[src/hw/rxt_defs.vh]
`ifndef RXT_DEFS_VH
`define RXT_DEFS_VH

// ****************************************
// register indices (byte address = index * 4)
// ****************************************
`define RXT_IDX_CORR_CFG2   6'h0D
`define RXT_IDX_MASK_TIME   6'h0F
`define RXT_IDX_NRT_HIGH    6'h10
`define RXT_IDX_NRT_LOW     6'h11
`define RXT_IDX_TMR_CTL     6'h12
`define RXT_IDX_MODE        6'h20
`define RXT_IDX_COMMAND     6'h21
`define RXT_IDX_STATUS      6'h22

// ****************************************
// field positions
// ****************************************
`define RXT_CORR_STREAM_BIT 0
`define RXT_CORR_EXIT_BIT   1
`define RXT_TMR_NRT_STEP    0
`define RXT_TMR_MRT_STEP    3
`define RXT_MODE_NFC_BIT    0
`define RXT_MODE_LONG_BIT   1
`define RXT_CMD_NRT_START   0
`define RXT_ST_MASK_BIT     0
`define RXT_ST_NRT_RUN_BIT  1
`define RXT_ST_NRT_EXP_BIT  2
`define RXT_ST_SLEEP_BIT    3

// ****************************************
// reset values
// ****************************************
`define RXT_RST_CORR_CFG2   2'h0
`define RXT_RST_MASK_TIME   8'h08
`define RXT_RST_NRT_HIGH    8'h00
`define RXT_RST_NRT_LOW     8'h00
`define RXT_RST_TMR_CTL     2'h0
`define RXT_RST_MODE        2'h0

// ****************************************
// timing, in carrier periods and ns
// ****************************************
`define RXT_MRT_MIN_UNITS   8'h04
`define RXT_MRT_STEP0_FC    12'h03F
`define RXT_MRT_STEP1_FC    12'h1FF
`define RXT_NRT_STEP0_FC    12'h03F
`define RXT_NRT_STEP1_FC    12'hFFF
`define RXT_CLK_MHZ         100
`define RXT_SLEEP_NS        18000
`define RXT_WAKE_SHORT_NS   18000
`define RXT_WAKE_LONG_NS    42000
`define RXT_NS_TO_CYC(ns)   (((ns) * `RXT_CLK_MHZ + 999) / 1000)
`define RXT_FC_NUM          1356
`define RXT_FC_DEN          10000

`endif

[src/hw/rxt_fc_tick.v]
`include "rxt_defs.vh"

// ****************************************
// carrier period tick from the system clock
// ****************************************
// phase accumulator: average rate is exact, single ticks jitter by one clock
module rxt_fc_tick #(
	parameter NUM = `RXT_FC_NUM,
	parameter DEN = `RXT_FC_DEN
) (
	input  wire clock,   // system clock
	input  wire rst,     // async reset, high
	output reg  tick_q   // one pulse per carrier period
);
	reg  [15:0] acc_q;
	wire [16:0] sum = {1'b0, acc_q} + NUM[16:0];

	always @(posedge clock or posedge rst) begin
		if (rst) begin
			acc_q  <= 16'h0000;
			tick_q <= 1'b0;
		end else if (sum >= DEN[16:0]) begin
			acc_q  <= sum[15:0] - DEN[15:0];
			tick_q <= 1'b1;
		end else begin
			acc_q  <= sum[15:0];
			tick_q <= 1'b0;
		end
	end
endmodule

[src/hw/rxt_timers.v]
`include "rxt_defs.vh"

// How it works
// - stream bit selects 424 kHz correlator mode
// - exit bit: timer wake or receiver-on wake
// - correlator sleeps after 18 us silence
// - timed wake takes 18 or 42 us
// - receiver output masked after transmission ends
// - mask step 64 carrier periods
// - mask step 512 carrier periods
// - mask never shorter than four steps
// - sixteen-bit no-response value, high/low bytes
// - no-response timeout raises no-response event
// - no-response step 64 carrier periods
// - no-response step 4096 carrier periods
// - nfc mode starts only with field or start command
// - other modes start automatically when transmitter turns off
// - zero value never starts no-response timer
// - start command resets and restarts timer
// - mask step select is control bit 3
// - no-response step select is control bit 0
module rxt_timers #(
	parameter SLEEP_CYC      = `RXT_NS_TO_CYC(`RXT_SLEEP_NS),
	parameter WAKE_SHORT_CYC = `RXT_NS_TO_CYC(`RXT_WAKE_SHORT_NS),
	parameter WAKE_LONG_CYC  = `RXT_NS_TO_CYC(`RXT_WAKE_LONG_NS)
) (
	input  wire        clock,               // system clock, 100 MHz
	input  wire        rst,                 // async reset, high
	input  wire [7:0]  avs_address,         // byte address
	input  wire        avs_read,            // read request
	input  wire        avs_write,           // write request
	input  wire [31:0] avs_writedata,       // write data
	input  wire [3:0]  avs_byteenable,      // byte lanes
	output reg  [31:0] avs_readdata,        // read data
	output reg         avs_waitrequest,     // stall
	input  wire        tx_active,           // transmitter on
	input  wire        rx_on,               // receiver active flag
	input  wire        corr_pulse,          // correlator output pulse
	input  wire        rx_start,            // response detected
	input  wire        ext_field_pin,       // external field detector, async
	output reg         rx_mask_q,           // receiver output ignored
	output reg         nrt_event_q,         // no-response timeout pulse
	output reg         nrt_run_q,           // no-response timer counting
	output reg         corr_sleep_q,        // correlator asleep
	output reg         corr_stream_q        // 424 kHz stream mode
);
	// ****************************************
	// declarations
	// ****************************************
	localparam NRT_IDLE = 2'b00;
	localparam NRT_WAIT = 2'b01;
	localparam NRT_RUN  = 2'b10;
	localparam CS_AWAKE = 2'b00;
	localparam CS_SLEEP = 2'b01;
	localparam CS_WAKE  = 2'b10;

	reg  [1:0]  corr_cfg_q;
	reg  [7:0]  mask_time_q;
	reg  [7:0]  nrt_high_q;
	reg  [7:0]  nrt_low_q;
	reg  [1:0]  tmr_ctl_q;
	reg  [1:0]  mode_q;
	reg         nrt_flag_q;
	reg         tx_q;
	reg         fld1_q;
	reg         fld2_q;
	reg         fld3_q;
	reg         field_q;
	reg  [7:0]  mask_cnt_q;
	reg  [11:0] mask_pre_q;
	reg  [11:0] mask_last_q;
	reg  [1:0]  nrt_st_q;
	reg  [15:0] nrt_cnt_q;
	reg  [11:0] nrt_pre_q;
	reg  [11:0] nrt_last_q;
	reg  [1:0]  cs_q;
	reg  [15:0] quiet_q;
	reg  [15:0] wake_q;
	wire        fc_tick;

	wire [5:0]  reg_idx  = avs_address[7:2];
	wire        wr_en    = avs_write & ~avs_waitrequest & avs_byteenable[0];
	wire        tx_end   = tx_q & ~tx_active;
	wire [15:0] nrt_val  = {nrt_high_q, nrt_low_q};
	wire        cmd_start = wr_en && reg_idx == `RXT_IDX_COMMAND && avs_writedata[`RXT_CMD_NRT_START];
	wire        nrt_zero = (nrt_val == 16'h0000);
	wire        st_clear = wr_en && reg_idx == `RXT_IDX_STATUS && avs_writedata[`RXT_ST_NRT_EXP_BIT];
	wire        nrt_done = nrt_st_q == NRT_RUN && fc_tick && nrt_pre_q == nrt_last_q && nrt_cnt_q == 16'h0001;

	// ****************************************
	// register read decode
	// ****************************************
	function [7:0] reg_read;
		input [5:0] idx;
		begin
			case (idx)
				`RXT_IDX_CORR_CFG2: reg_read = {6'h00, corr_cfg_q};
				`RXT_IDX_MASK_TIME: reg_read = mask_time_q;
				`RXT_IDX_NRT_HIGH:  reg_read = nrt_high_q;
				`RXT_IDX_NRT_LOW:   reg_read = nrt_low_q;
				`RXT_IDX_TMR_CTL:   reg_read = {4'h0, tmr_ctl_q[1], 2'h0, tmr_ctl_q[0]};
				`RXT_IDX_MODE:      reg_read = {6'h00, mode_q};
				`RXT_IDX_STATUS:    reg_read = {4'h0, corr_sleep_q, nrt_flag_q, nrt_run_q, rx_mask_q};
				default:            reg_read = 8'h00;
			endcase
		end
	endfunction

	// ****************************************
	// carrier tick
	// ****************************************
	rxt_fc_tick u_fc (
		.clock  (clock),
		.rst    (rst),
		.tick_q (fc_tick)
	);

	// ****************************************
	// avalon slave, one wait state
	// ****************************************
	always @(posedge clock or posedge rst) begin
		if (rst) begin
			avs_waitrequest <= 1'b1;
			avs_readdata    <= 32'h00000000;
		end else if ((avs_read | avs_write) & avs_waitrequest) begin
			avs_waitrequest <= 1'b0;
			avs_readdata    <= {24'h000000, reg_read(reg_idx)};
		end else begin
			avs_waitrequest <= 1'b1;
		end
	end

	// ****************************************
	// register file
	// ****************************************
	always @(posedge clock or posedge rst) begin
		if (rst) begin
			corr_cfg_q  <= `RXT_RST_CORR_CFG2;
			mask_time_q <= `RXT_RST_MASK_TIME;
			nrt_high_q  <= `RXT_RST_NRT_HIGH;
			nrt_low_q   <= `RXT_RST_NRT_LOW;
			tmr_ctl_q   <= `RXT_RST_TMR_CTL;
			mode_q      <= `RXT_RST_MODE;
		end else if (wr_en) begin
			case (reg_idx)
				`RXT_IDX_CORR_CFG2: corr_cfg_q <= avs_writedata[1:0];
				`RXT_IDX_MASK_TIME: mask_time_q <= avs_writedata[7:0];
				`RXT_IDX_NRT_HIGH:  nrt_high_q <= avs_writedata[7:0];
				`RXT_IDX_NRT_LOW:   nrt_low_q <= avs_writedata[7:0];
				`RXT_IDX_TMR_CTL: begin
					tmr_ctl_q[1] <= avs_writedata[`RXT_TMR_MRT_STEP];
					tmr_ctl_q[0] <= avs_writedata[`RXT_TMR_NRT_STEP];
				end
				`RXT_IDX_MODE:      mode_q <= avs_writedata[1:0];
				default: begin
				end
			endcase
		end
	end

	// ****************************************
	// stream select
	// ****************************************
	// stream select drives the correlator from its register bit, registered one clock later
	always @(posedge clock or posedge rst) begin
		if (rst)
			corr_stream_q <= 1'b0;
		else
			corr_stream_q <= corr_cfg_q[`RXT_CORR_STREAM_BIT];
	end

	// ****************************************
	// field synchroniser, change needs two agreeing stages
	// ****************************************
	always @(posedge clock or posedge rst) begin
		if (rst) begin
			fld1_q  <= 1'b0;
			fld2_q  <= 1'b0;
			fld3_q  <= 1'b0;
			field_q <= 1'b0;
			tx_q    <= 1'b0;
		end else begin
			fld1_q <= ext_field_pin;
			fld2_q <= fld1_q;
			fld3_q <= fld2_q;
			if (fld2_q == fld3_q)
				field_q <= fld3_q;
			tx_q <= tx_active;
		end
	end

	// ****************************************
	// mask receive timer
	// ****************************************
	always @(posedge clock or posedge rst) begin
		if (rst) begin
			rx_mask_q   <= 1'b0;
			mask_cnt_q  <= 8'h00;
			mask_pre_q  <= 12'h000;
			mask_last_q <= `RXT_MRT_STEP0_FC;
		end else if (tx_end) begin
			rx_mask_q  <= 1'b1;
			mask_pre_q <= 12'h000;
			// value and step are latched here, later writes wait for next end of TX
			if (mask_time_q < `RXT_MRT_MIN_UNITS)
				mask_cnt_q <= `RXT_MRT_MIN_UNITS;
			else
				mask_cnt_q <= mask_time_q;
			if (tmr_ctl_q[1])
				mask_last_q <= `RXT_MRT_STEP1_FC;
			else
				mask_last_q <= `RXT_MRT_STEP0_FC;
		end else if (rx_mask_q && fc_tick) begin
			if (mask_pre_q == mask_last_q) begin
				mask_pre_q <= 12'h000;
				mask_cnt_q <= mask_cnt_q - 8'h01;
				if (mask_cnt_q == 8'h01)
					rx_mask_q <= 1'b0;
			end else begin
				mask_pre_q <= mask_pre_q + 12'h001;
			end
		end
	end

	// ****************************************
	// no-response timer
	// ****************************************
	always @(posedge clock or posedge rst) begin
		if (rst) begin
			nrt_st_q    <= NRT_IDLE;
			nrt_cnt_q   <= 16'h0000;
			nrt_pre_q   <= 12'h000;
			nrt_last_q  <= `RXT_NRT_STEP0_FC;
			nrt_run_q   <= 1'b0;
			nrt_event_q <= 1'b0;
		end else begin
			nrt_event_q <= nrt_done;
			if ((cmd_start || (tx_end && !mode_q[`RXT_MODE_NFC_BIT]) ||
				(nrt_st_q == NRT_WAIT && field_q)) && !nrt_zero) begin
				// restart wipes any count in progress
				nrt_st_q  <= NRT_RUN;
				nrt_run_q <= 1'b1;
				nrt_cnt_q <= nrt_val;
				nrt_pre_q <= 12'h000;
				if (tmr_ctl_q[0])
					nrt_last_q <= `RXT_NRT_STEP1_FC;
				else
					nrt_last_q <= `RXT_NRT_STEP0_FC;
			end else if (tx_end && !nrt_zero) begin
				nrt_st_q  <= NRT_WAIT;
				nrt_run_q <= 1'b0;
			end else begin
				case (nrt_st_q)
					NRT_WAIT: begin
						if (rx_start)
							nrt_st_q <= NRT_IDLE;
					end
					NRT_RUN: begin
						if (rx_start) begin
							nrt_st_q  <= NRT_IDLE;
							nrt_run_q <= 1'b0;
						end else if (nrt_done) begin
							nrt_st_q  <= NRT_IDLE;
							nrt_run_q <= 1'b0;
						end else if (fc_tick) begin
							if (nrt_pre_q == nrt_last_q) begin
								nrt_pre_q <= 12'h000;
								nrt_cnt_q <= nrt_cnt_q - 16'h0001;
							end else begin
								nrt_pre_q <= nrt_pre_q + 12'h001;
							end
						end
					end
					default: nrt_st_q <= NRT_IDLE;
				endcase
			end
		end
	end

	// ****************************************
	// timeout flag
	// ****************************************
	// sticky timeout flag, a new timeout beats a same-cycle clear
	always @(posedge clock or posedge rst) begin
		if (rst)
			nrt_flag_q <= 1'b0;
		else if (nrt_done)
			nrt_flag_q <= 1'b1;
		else if (st_clear)
			nrt_flag_q <= 1'b0;
	end

	// ****************************************
	// correlator sleep control
	// ****************************************
	always @(posedge clock or posedge rst) begin
		if (rst) begin
			cs_q         <= CS_AWAKE;
			quiet_q      <= 16'h0000;
			wake_q       <= 16'h0000;
			corr_sleep_q <= 1'b0;
		end else begin
			case (cs_q)
				CS_AWAKE: begin
					if (corr_pulse) begin
						quiet_q <= 16'h0000;
					end else if (quiet_q == SLEEP_CYC[15:0] - 16'h0001) begin
						quiet_q      <= 16'h0000;
						cs_q         <= CS_SLEEP;
						corr_sleep_q <= 1'b1;
					end else begin
						quiet_q <= quiet_q + 16'h0001;
					end
				end
				CS_SLEEP: begin
					if (rx_on && corr_cfg_q[`RXT_CORR_EXIT_BIT]) begin
						cs_q         <= CS_AWAKE;
						corr_sleep_q <= 1'b0;
					end else if (rx_on) begin
						cs_q <= CS_WAKE;
						// slow standards need the longer settling time
						if (mode_q[`RXT_MODE_LONG_BIT])
							wake_q <= WAKE_LONG_CYC[15:0] - 16'h0001;
						else
							wake_q <= WAKE_SHORT_CYC[15:0] - 16'h0001;
					end
				end
				CS_WAKE: begin
					if (wake_q == 16'h0000) begin
						cs_q         <= CS_AWAKE;
						corr_sleep_q <= 1'b0;
					end else begin
						wake_q <= wake_q - 16'h0001;
					end
				end
				default: begin
					cs_q         <= CS_AWAKE;
					corr_sleep_q <= 1'b0;
				end
			endcase
		end
	end
endmodule
[config.mk]
export PLATFORM = sky130hd
export DESIGN_NAME = rxt_timers
export DESIGN_NICKNAME = d
export VERILOG_FILES = /design/src/hw/rxt_fc_tick.v /design/src/hw/rxt_timers.v
export VERILOG_INCLUDE_DIRS = /design/src /design/src/hw
export SDC_FILE = /design/constraint.sdc
export NUM_CORES = 1
export LEC_CHECK = 0
export BUFFER_PORTS_ARGS = -buffer_cell sky130_fd_sc_hd__buf_2
export CORE_MARGIN = 2
export CORE_UTILIZATION = 25
export CTS_CLUSTER_DIAMETER = 60
export DETAILED_ROUTE_END_ITERATION = 10
export PLACE_DENSITY = 0.53
export RECOVER_POWER = 50
export SLEW_MARGIN = 40
export SYNTH_ARGS = -nofsm -noshare
export SYNTH_HDL_FRONTEND = slang
export SYNTH_SLANG_ARGS = --single-unit
export TNS_END_PERCENT = 100
[constraint.sdc]
create_clock -name clock -period 10.2 [get_ports clock]
set_input_delay 1.02 -clock clock [delete_from_list [all_inputs] [get_ports clock]]
set_output_delay 1.02 -clock clock [all_outputs]
set_load 0.01 [all_outputs]
==> results of run 1 <==
-- cell families (layout without fill, tap and decap cells) --
family          count (synthesis)  after routing  synth area share
mux                            34             34           0.04526
xor+xnor                       42             42           0.04406
buf+inv                        84             99           0.05290
flops                         151            151            0.4529
simple gates                  336            336            0.2104
fa+ha+maj                      13             13           0.01918
compound gates                232            232            0.1749
other cells                     1             24         0.0004491
-- final cells by class --
cell class,count,share of cell area
Multi-Input combinational cell,681,0.4484
Sequential cell,151,0.3995
Tap cell,442,0.05843
Clock buffer,17,0.04495
Timing Repair Buffer,42,0.02327
Clock inverter,15,0.01534
Inverter,25,0.01005
-- worst reg2reg max path, cell delays in order (launching register included) --
cell and delay, ns:
dfrtp_1 0.52, inv_1 0.11, ha_1 0.31, nand4b_1 0.27, a21boi_1 0.35, o21ai_0 0.19
xor2_1 0.35, o211ai_2 0.34, o311ai_0 0.39, o21ai_0 0.16
-- cell usage in the layout (no fill, tap or decap), types with 6 or more instances in the layout --
cell       instances
a31oi_1           14
nor2_1            65
nand3b_1           8
dfrtp_1          149
a222oi_1           6
inv_1             23
buf_2             35
o31ai_1           16
o21ai_0          103
ha_1              12
clkbuf_16         17
nor4_1            14
and3_1            22
xnor2_1           21
a22oi_1            7
xor2_1            21
or3_1              6
nand2b_1          12
mux2_2            30
conb_1            24
nor2b_1            6
nand2_1           99
nand4_1            8
nor3_1            21
a22o_1             7
a21oi_1           33
nand3_1           31
-- sequential cells by signal, summed over array words and instances (netlist names), 2 cells and up --
signal	flops
nrt_cnt_q	16
quiet_q	16
wake_q	16
u_fc.acc_q	14
mask_pre_q	12
nrt_pre_q	12
avs_readdata	8
mask_cnt_q	8
mask_time_q	8
nrt_high_q	8
nrt_low_q	8
corr_cfg_q	2
cs_q	2
mode_q	2
nrt_st_q	2
tmr_ctl_q	2
-- routing by layer --
metal,vias to the layer above,routed length (um),GRT usage
met4,2,171,0.02930
met1,3358,9705,0.1591
met5,-,13,0
met2,78,9673,0.1894
li1,3243,-,-
met3,18,544,0.02295
-- power by group through the flow --
stage	clock network [mW]	logic (mW)	registers (mW)
2_1_floorplan	0	0.161	0.702
3_3_place_gp	0	0.197	0.720
3_5_place_dp	0	0.202	0.721
4_1_cts	0.638	0.203	0.710
5_1_grt	0.668	0.230	0.720
6_report	0.620	0.200	0.711
-- how the worst max path moves through the flow --
stage | startpoint | end | slack [ns] | depth (start not counted)
2_1_floorplan | rst | avs_readdata[0] | 5.12 | 1
3_3_place_gp | tx_active | nrt_pre_q[11] | 6.80 | 8
3_5_place_dp | tx_active | nrt_cnt_q[14] | 6.77 | 8
4_1_cts | u_fc.acc_q[2] | u_fc.acc_q[14] | 7.05 | 9
5_1_grt | rst | nrt_high_q[3] | 6.10 | 3
6_report | rst | nrt_high_q[3] | 6.75 | 3
==> metrics.md, run 1 <==
| Metric | Value |
|---|---|
| Site Rows | 66 |
| Total wire length | 20,110 um |
| Mapped Avg Cell Area | 9.350 um^2 |
| Post-Syn Area | about 8300 um^2 |
| Hold Startpoint | fld1_q |
| Most frequent cell after synthesis | dfrtp_1 |
| Synth Register Bits | between 150 and 200 |
| Status | finished, violations left |
| Async set-or-reset flop fraction in the synthesized netlist | 1.000 |
| Share of power burned in registers | 0.464 |
| Achievable Freq | roughly 290 MHz |
| Reg-to-reg slack, setup | ~7.1 ns |
| Synth warn | 0 |
| Reg-to-Reg Start | u_fc.acc_q[2] |
| Sw frac | 0.3000 |
| Hold Path Cell Cnt | 0 |
| Dpl ws | about 6.8 ns |
| Slowest CP cell | clkinvlp_2 |
| Post-synth top area share | 0.4466 |
| CTS sink count | 151 |
| Max Cap Viol | 1 |
| Ant diodes | 0 |
| DP Area | between 8000 and 9000 um^2 |
| Largest net degree at the start of global routing | 81 |
| TritonRoute pass-1 iters | 5 |
| DRT iter0 DRCs | between 400 and 500 |
| R2R Path End | u_fc.acc_q[14] |
| Synth area leaders | dfrtp_1 (45%), o21ai_0 (6.1%), nand2_1 (4.5%) |
| CTS resizes | 0 |
| Slew margin rel. | -1.486 |
| RePlAce Congestion | around 0.75 |
| Vias | approximately 6,700 |
| Ports | just over 90 |
| DRC errors left | 0 |
| Worst setup margin | around 6.8 ns |
| EDFF count, synth | 0 |
| Routed wire length per instance | 14.65 um |
| Fillcell total | 3,485 |
| Sw power | about 460 uW |
| Internal Pwr Total | 1.071 mW |
| Worst Path Max Fanout | 80 |
| Antenna Violating Nets Remaining | 0 |
| Gr usage total | 0.1167 |
| Post-DP HPWL | 13,900 um |
| Multi-input logic area | 4244 um^2 |
| Port bufs | 37 |
| Worst Hold Class | reg2reg |
| CP required | approximately 11 ns |
| Initial antenna violation count | 1 |
| Crit start category | input pin |
| Min Hold Slack | 0.3645 ns |
| Clock tree from TritonCTS | yes |
| Placed Instances | 1,341 |
| Die Width | around 190 um |
| Mapped Cells | around 900 |
| Total global routing overflow | 0 |
| Setup Viol. Count Final | 0 |
| Worst-Margin Slew | ~3.7 ns |
| Starting density of the core | 0.2553 |
| Area Overhead vs Synth | 13.35% |
| Longest Clk Path Bufs | 2 |
| Layout Skew | 0.01202 ns |
| Final Hold Fails | 0 |
| Vias per cell | 4.879 |
| CTS H-tree lvls | 4 |
| Root buffer cell | clkbuf_16 |
| Post-CTS Repair Setup Buffers | 0 |
| Power per cell area | about 160 nW/um^2 |
| Final Non-Filler Cells | between 1,000 and 1,500 |
| Crit. End Element | async pin |
| Post-synthesis sequential area ratio | 0.4529 |
| Setup TNS Final | 0 ns |
| Ys flop type | dfrtp_1 |
| Finished Cell Area | around 9500 um^2 |
| Share of layout cells above drive strength 1 | 0.1482 |
| Final Util | 0.2894 |
| Most frequent cells after synthesis | dfrtp_1 (149), o21ai_0 (102), nand2_1 (99) |
| Crit share post-route | 0.3378 |
| Chip Height | 186.8 um |
| Dominant cell type by area after synthesis | dfrtp_1 |
| Worst-Skew Late Latency | between 0.4 and 0.5 ns |
| WS Path Type | in2async |
| Worst path top cell family by delay | buffers and inverters |
| Synth cell types | between 80 and 90 |
| Failing checks | capacitance limit, slew limit |
| CTS buffer count | 17 |
| Die Area | ~35,000 um^2 |
| Pins Over Slew Limit | a little over 80 |
| Nets | 983 |
| Hold-fix buffers at CTS | 0 |
| Worst r2r path cells | 9 |
| RSZ-0062 raised after global routing | no |
| Area of the core | about 33,000 um^2 |
| Min Tclk post-route | around 3.4 ns |
| CP peak stage delay | around 2.1 ns |
| Vias in the first global route | 6,430 |
| Reg area | roughly 3800 um^2 |
| Clock Power Share | 0.405 |
| Peak VDD IR | just over 0.0001 V |
| Clk slew on worst S/H paths | ~0.07 ns |
| Crit path DAT | about 4 ns |
| CP Cell Sequence | clkbuf_1 > clkinvlp_2 > buf_6 |
| First-pass GRT wire length | between 30,000 and 40,000 um |
| Crit path buffers/inverters | 3 |
| Pwr Total | approximately 1.5 mW |
| Combinational cell fraction of total power | 0.131 |
| Leakage power | 4.041 nW |
| Hold endpoint | fld2_q |
(Power assumes the default switching activity.)
==> run 2, diff against run 1 <==
PLACE_DENSITY = 0.54   (was 0.53)
clock period = 2.8 ns   (was 10.2 ns; I/O delays follow)
==> metrics.md, run 2 (synthesis results as in run 1) <==
| Metric | Value |
|---|---|
| Achievable Freq | roughly 370 MHz |
| DRT iter0 DRCs | 460 |
| Total wire length | 20,040 um |
| Largest regs | nrt_cnt_q x16, quiet_q x16, wake_q x16 |
| Status | complete, no violations |
| CTS H-tree lvls | 4 |
| Ports | just over 90 |
| Clock tree from TritonCTS | yes |
| Dpl ws | about 0.042 ns |
| Area of the core | around 33,000 um^2 |
| Die Area | roughly 35,000 um^2 |
| CP required | roughly 3.1 ns |
| Gr usage total | 0.1173 |
| Clk slew on worst S/H paths | ~0.070 ns |
| Fillcell total | approximately 3,500 |
| Commonest non-fill, non-tap cell in the layout | dfrtp_1 |
| Antenna Violating Nets Remaining | 0 |
| Crit share post-route | 0.9620 |
| First-pass GRT wire length | around 33,000 um |
| RePlAce Congestion | about 0.77 |
| Worst-Skew Late Latency | ~0.43 ns |
| Crit start category | flip-flop |
| Most frequent cells in the layout | dfrtp_1 (149), o21ai_0 (103), nand2_1 (98) |
| DRC errors left | 0 |
| Min Hold Slack | ~0.11 ns |
| TritonRoute pass-1 iters | 8 |
| Peak VDD IR | 0.0004258 V |
| Die Width | 186.8 um |
| Post-DP HPWL | 14,190 um |
| Site Rows | between 60 and 70 |
| Final Hold Fails | 0 |
| Crit. End Element | flip-flop |
| Pins Over Slew Limit | 0 |
| Ant diodes | 0 |
| Vias | around 6,700 |
| Worst setup margin | 0.1063 ns |
| Worst Hold Class | in2reg |
| Longest Clk Path Bufs | 2 |
| Largest net degree at the start of global routing | around 90 |
| Setup Viol. Count Final | 0 |
| Vias per cell | approximately 4.8 |
| Root buffer cell | clkbuf_16 |
| Slew margin rel. | 0.1844 |
| Total global routing overflow | 0 |
| Routed wire length per instance | approximately 14 um |
| Crit path DAT | 2.99 ns |
| Layout Skew | 0.01287 ns |
| CTS sink count | 151 |
| Chip Height | around 190 um |
| Initial antenna violation count | 0 |
| Port bufs | 37 |
| Nets | between 1,000 and 1,500 |
| CTS buffer count | 17 |
| Leakage power | ~4.2 nW |
| Worst-Margin Slew | roughly 1.2 ns |
| Share of layout cells above drive strength 1 | 0.1644 |
| Starting density of the core | 0.2553 |
| Min Tclk post-route | roughly 2.7 ns |
| WS Path Type | reg2reg |
| Vias in the first global route | approximately 6,400 |
| Setup TNS Final | 0 ns |
| Area Overhead vs Synth | 16.54% |
| Worst Path Max Fanout | 8 |
| Max Cap Viol | 0 |
| Power per cell area | 573.5 nW/um^2 |
-- run 2: changes by cell type in the layout (fill, tap and decap cells not counted), moves of 3 or more --
cell           change
buf_2             -11
buf_4             +30
clkbuf_1          +13
dlygate4sd3_1      +3
nor3_1             +3
nor3_2             -3
-- run 2: where the power goes --
group          switching, mW  internal (mW)  total, mW
clock                   1.00           1.24       2.24
sequential             0.210           2.38       2.59
combinational          0.456          0.290      0.746
total                   1.67           3.91       5.58
-- run 2: critical path, cell delays in order (launching register included) --
cell and delay [ns]:
dfrtp_1 0.38, inv_1 0.11, ha_4 0.18, nand4b_1 0.18, nand2_1 0.12, or4b_4 0.55, a211o_1 0.36, nor3b_4 0.37
o31ai_1 0.13, xor2_1 0.18
-- run 2: through the flow --
| step | instance area, um^2 | utilization | power [mW] | instances |
|---|---|---|---|---|
| 2_1_floorplan | 8439 | - | 3.145 | 916 |
| 3_3_place_gp | 9125 | 0.2790 | 3.362 | 1372 |
| 3_5_place_dp | 9125 | 0.2790 | 3.380 | 1372 |
| 4_1_cts | 9724 | 0.2974 | 5.665 | 1407 |
| 5_1_grt | 9731 | 0.2976 | 5.903 | 1409 |
| 6_report | 9731 | 0.2976 | 5.580 | 1409 |
-- run 2: final cells by class --
class	instances	area [um^2]	share of cell area
multi-input combinational	681	4262	0.4380
clock inverter	15	143.9	0.01479
tap	442	553.0	0.05683
sequential	151	3781	0.3886
inverter	25	95.09	0.009772
timing repair buffer	78	470.5	0.04835
clock buffer	17	425.4	0.04372
-- run 2: path summary, 6_finish.rpt --
check / startpoint / endpoint / slack (ns) / cells past startpoint
setup / recovery: u_fc.acc_q[3] / u_fc.acc_q[7] / 0.11 / 9
hold / removal: rx_start / nrt_st_q[1] / 0.11 / 2
setup reg to reg: u_fc.acc_q[3] / u_fc.acc_q[7] / 0.11 / 9
hold reg to reg: fld1_q / fld2_q / 0.35 / 0
max in group asynchronous: rst / mask_cnt_q[7] / 0.49 / 4
min in group asynchronous: rst / mask_pre_q[3] / 0.56 / 3
-- run 2: what timing repair did --
action                     CTS  global route
setup buffers                0             2
gates resized for setup      0             8
setup endpoints to repair    0            29
hold buffers                 3             0
hold endpoints to repair    20             0
-- run 2: per-layer routing --
metal	GRT usage	share of wire
met3	0.02182	0.040
met5	0	0
met4	0.03388	0.0068
met2	0.1894	0.48
met1	0.1598	0.48
==> run 3, diff against run 2 <==
ABC_CLOCK_PERIOD_IN_PS = 2800   (was unset)
CORE_UTILIZATION = 54   (was 25)
PLACE_DENSITY = 0.89   (was 0.54)
==> metrics.md, run 3 (synthesis results as in run 1) <==
| Metric | Value |
|---|---|
| Total wire length | between 20,000 and 25,000 um |
| Leakage power | between 4 and 5 nW |
| Most frequent cells in the layout | dfrtp_1 (149), o21ai_0 (103), nand2_1 (98) |
| Status | complete, no violations |
| Hold endpoint | nrt_st_q[1] |
| Commonest non-fill, non-tap cell in the layout | dfrtp_1 |
| Placed Instances | roughly 1,100 |
| Site Rows | 45 |
| CP peak stage delay | roughly 0.56 ns |
| RePlAce Congestion | approximately 0.86 |
| Layout Skew | between 0.009 and 0.01 ns |
| Root buffer cell | clkbuf_16 |
| Worst Path Max Fanout | 8 |
| Area Overhead vs Synth | 12.17% |
| Worst setup margin | slightly below 0.1 ns |
| Crit share post-route | 0.9650 |
| Die Area | 16,470 um^2 |
| Post-DP HPWL | 13,210 um |
| Hold Path Cell Cnt | 2 |
| Largest regs | nrt_cnt_q x16, quiet_q x16, wake_q x16 |
| Worst-Skew Late Latency | between 0.4 and 0.5 ns |
| CP Cell Sequence | inv_1 > ha_4 > nand4b_1 > nand2_1 > or4b_4 > a211o_1 > nor3b_4 > o31ai_1 > xnor2_1 |
| Worst path top cell family by delay | simple AND/OR/NAND/NOR gates |
| Starting density of the core | 0.5513 |
| DRT iter0 DRCs | around 730 |
| Dpl ws | 0.03883 ns |
| Share of layout cells above drive strength 1 | 0.1572 |
| Pwr Total | 5.772 mW |
| Die Width | 128.3 um |
| RSZ-0062 raised after global routing | no |
| Crit start category | flip-flop |
| Setup Viol. Count Final | 0 |
| Min Hold Slack | between 0.1 and 0.15 ns |
| Largest net degree at the start of global routing | just under 50 |
| Peak VDD IR | roughly 0.00053 V |
| Worst-Margin Slew | ~1.1 ns |
| Crit. End Element | flip-flop |
| Initial antenna violation count | 0 |
| Achievable Freq | about 370 MHz |
| Pins Over Slew Limit | 0 |
| R2R Path End | u_fc.acc_q[10] |
| Setup TNS Final | 0 ns |
| Area of the core | ~15,000 um^2 |
| Power per cell area | 616.3 nW/um^2 |
| Gr usage total | 0.2491 |
| Ant diodes | 0 |
| CP required | 3.10 ns |
| Crit path buffers/inverters | 1 |
| Reg-to-reg slack, setup | about 0.1 ns |
| DP Area | 8737 um^2 |
| First-pass GRT wire length | between 30,000 and 40,000 um |
| Ports | 91 |
| Min Tclk post-route | 2.702 ns |
| Vias | a little over 7,000 |
| Max Cap Viol | 0 |
| Final Non-Filler Cells | roughly 1,100 |
| Final Hold Fails | 0 |
| Worst r2r path cells | 9 |
| Port bufs | 37 |
| WS Path Type | reg2reg |
| Clk slew on worst S/H paths | 0.06 ns |
| Reg-to-Reg Start | u_fc.acc_q[2] |
| Longest Clk Path Bufs | 2 |
| Nets | ~1,000 |
| CTS H-tree lvls | 4 |
| Slowest CP cell | or4b_4 |
| Clock tree from TritonCTS | yes |
| Finished Cell Area | around 9400 um^2 |
| Worst Hold Class | in2reg |
| CTS buffer count | 17 |
| DRC errors left | 0 |
| Chip Height | between 100 and 150 um |
| Antenna Violating Nets Remaining | 0 |
| Vias per cell | roughly 6.2 |
| CTS sink count | between 150 and 200 |
| Slew margin rel. | 0.2339 |
| Hold Startpoint | rx_start |
| Crit path DAT | about 3 ns |
| Final Util | 0.6183 |
| Total global routing overflow | 0 |
| Vias in the first global route | 6,753 |
| TritonRoute pass-1 iters | 6 |
| Fillcell total | 1,115 |
| Routed wire length per instance | around 18 um |
run 3: worst register-to-register path: stages (launching register included):
cell	delay, ns
dfrtp_1	0.37
inv_1	0.11
ha_4	0.19
nand4b_1	0.16
nand2_1	0.12
or4b_4	0.56
a211o_1	0.33
nor3b_4	0.41
o31ai_1	0.15
xnor2_1	0.17
run 3: worst max-delay path by stage:
stage                      to          start  cells past startpoint  slack (ns)
2_1_floorplan  u_fc.acc_q[14]  u_fc.acc_q[2]                      9        0.21
3_3_place_gp    u_fc.acc_q[7]  u_fc.acc_q[2]                      9        0.12
3_5_place_dp    u_fc.acc_q[7]  u_fc.acc_q[3]                      9        0.04
4_1_cts        u_fc.acc_q[10]  u_fc.acc_q[3]                      9       0.004
5_1_grt         mask_cnt_q[2]      tx_active                      8        0.02
6_report       u_fc.acc_q[10]  u_fc.acc_q[2]                      9         0.1
run 3: what timing repair did:
| action | CTS | global route |
|---|---|---|
| endpoints found under the hold margin | 20 | 0 |
| buffers inserted | 0 | 0 |
| resized for setup | 0 | 6 |
| hold buffers | 3 | 0 |
| setup endpoints to repair | 0 | 12 |
run 3: per-layer routing:
metal / up-vias / part of all wire / GRT usage
met1: 3452 / 0.41 / 0.3162
met5: - / 0 / 0
li1: 3291 / - / -
met2: 289 / 0.51 / 0.4193
met4: 0 / 0.022 / 0.09308
met3: 43 / 0.060 / 0.05655
run 3: final cells by class:
cell class | instances | area, um^2 | area share
Multi-Input combinational cell | 681 | 4264 | 0.4553
Sequential cell | 151 | 3781 | 0.4037
Clock buffer | 21 | 470.5 | 0.05023
Timing Repair Buffer | 65 | 374.1 | 0.03995
Tap cell | 188 | 235.2 | 0.02512
Clock inverter | 11 | 145.1 | 0.01550
Inverter | 25 | 95.09 | 0.01015
run 3: report_power, final:
group	internal (mW)	switching, mW
logic	0.291	0.477
registers	2.38	0.217
clock network	1.47	0.930
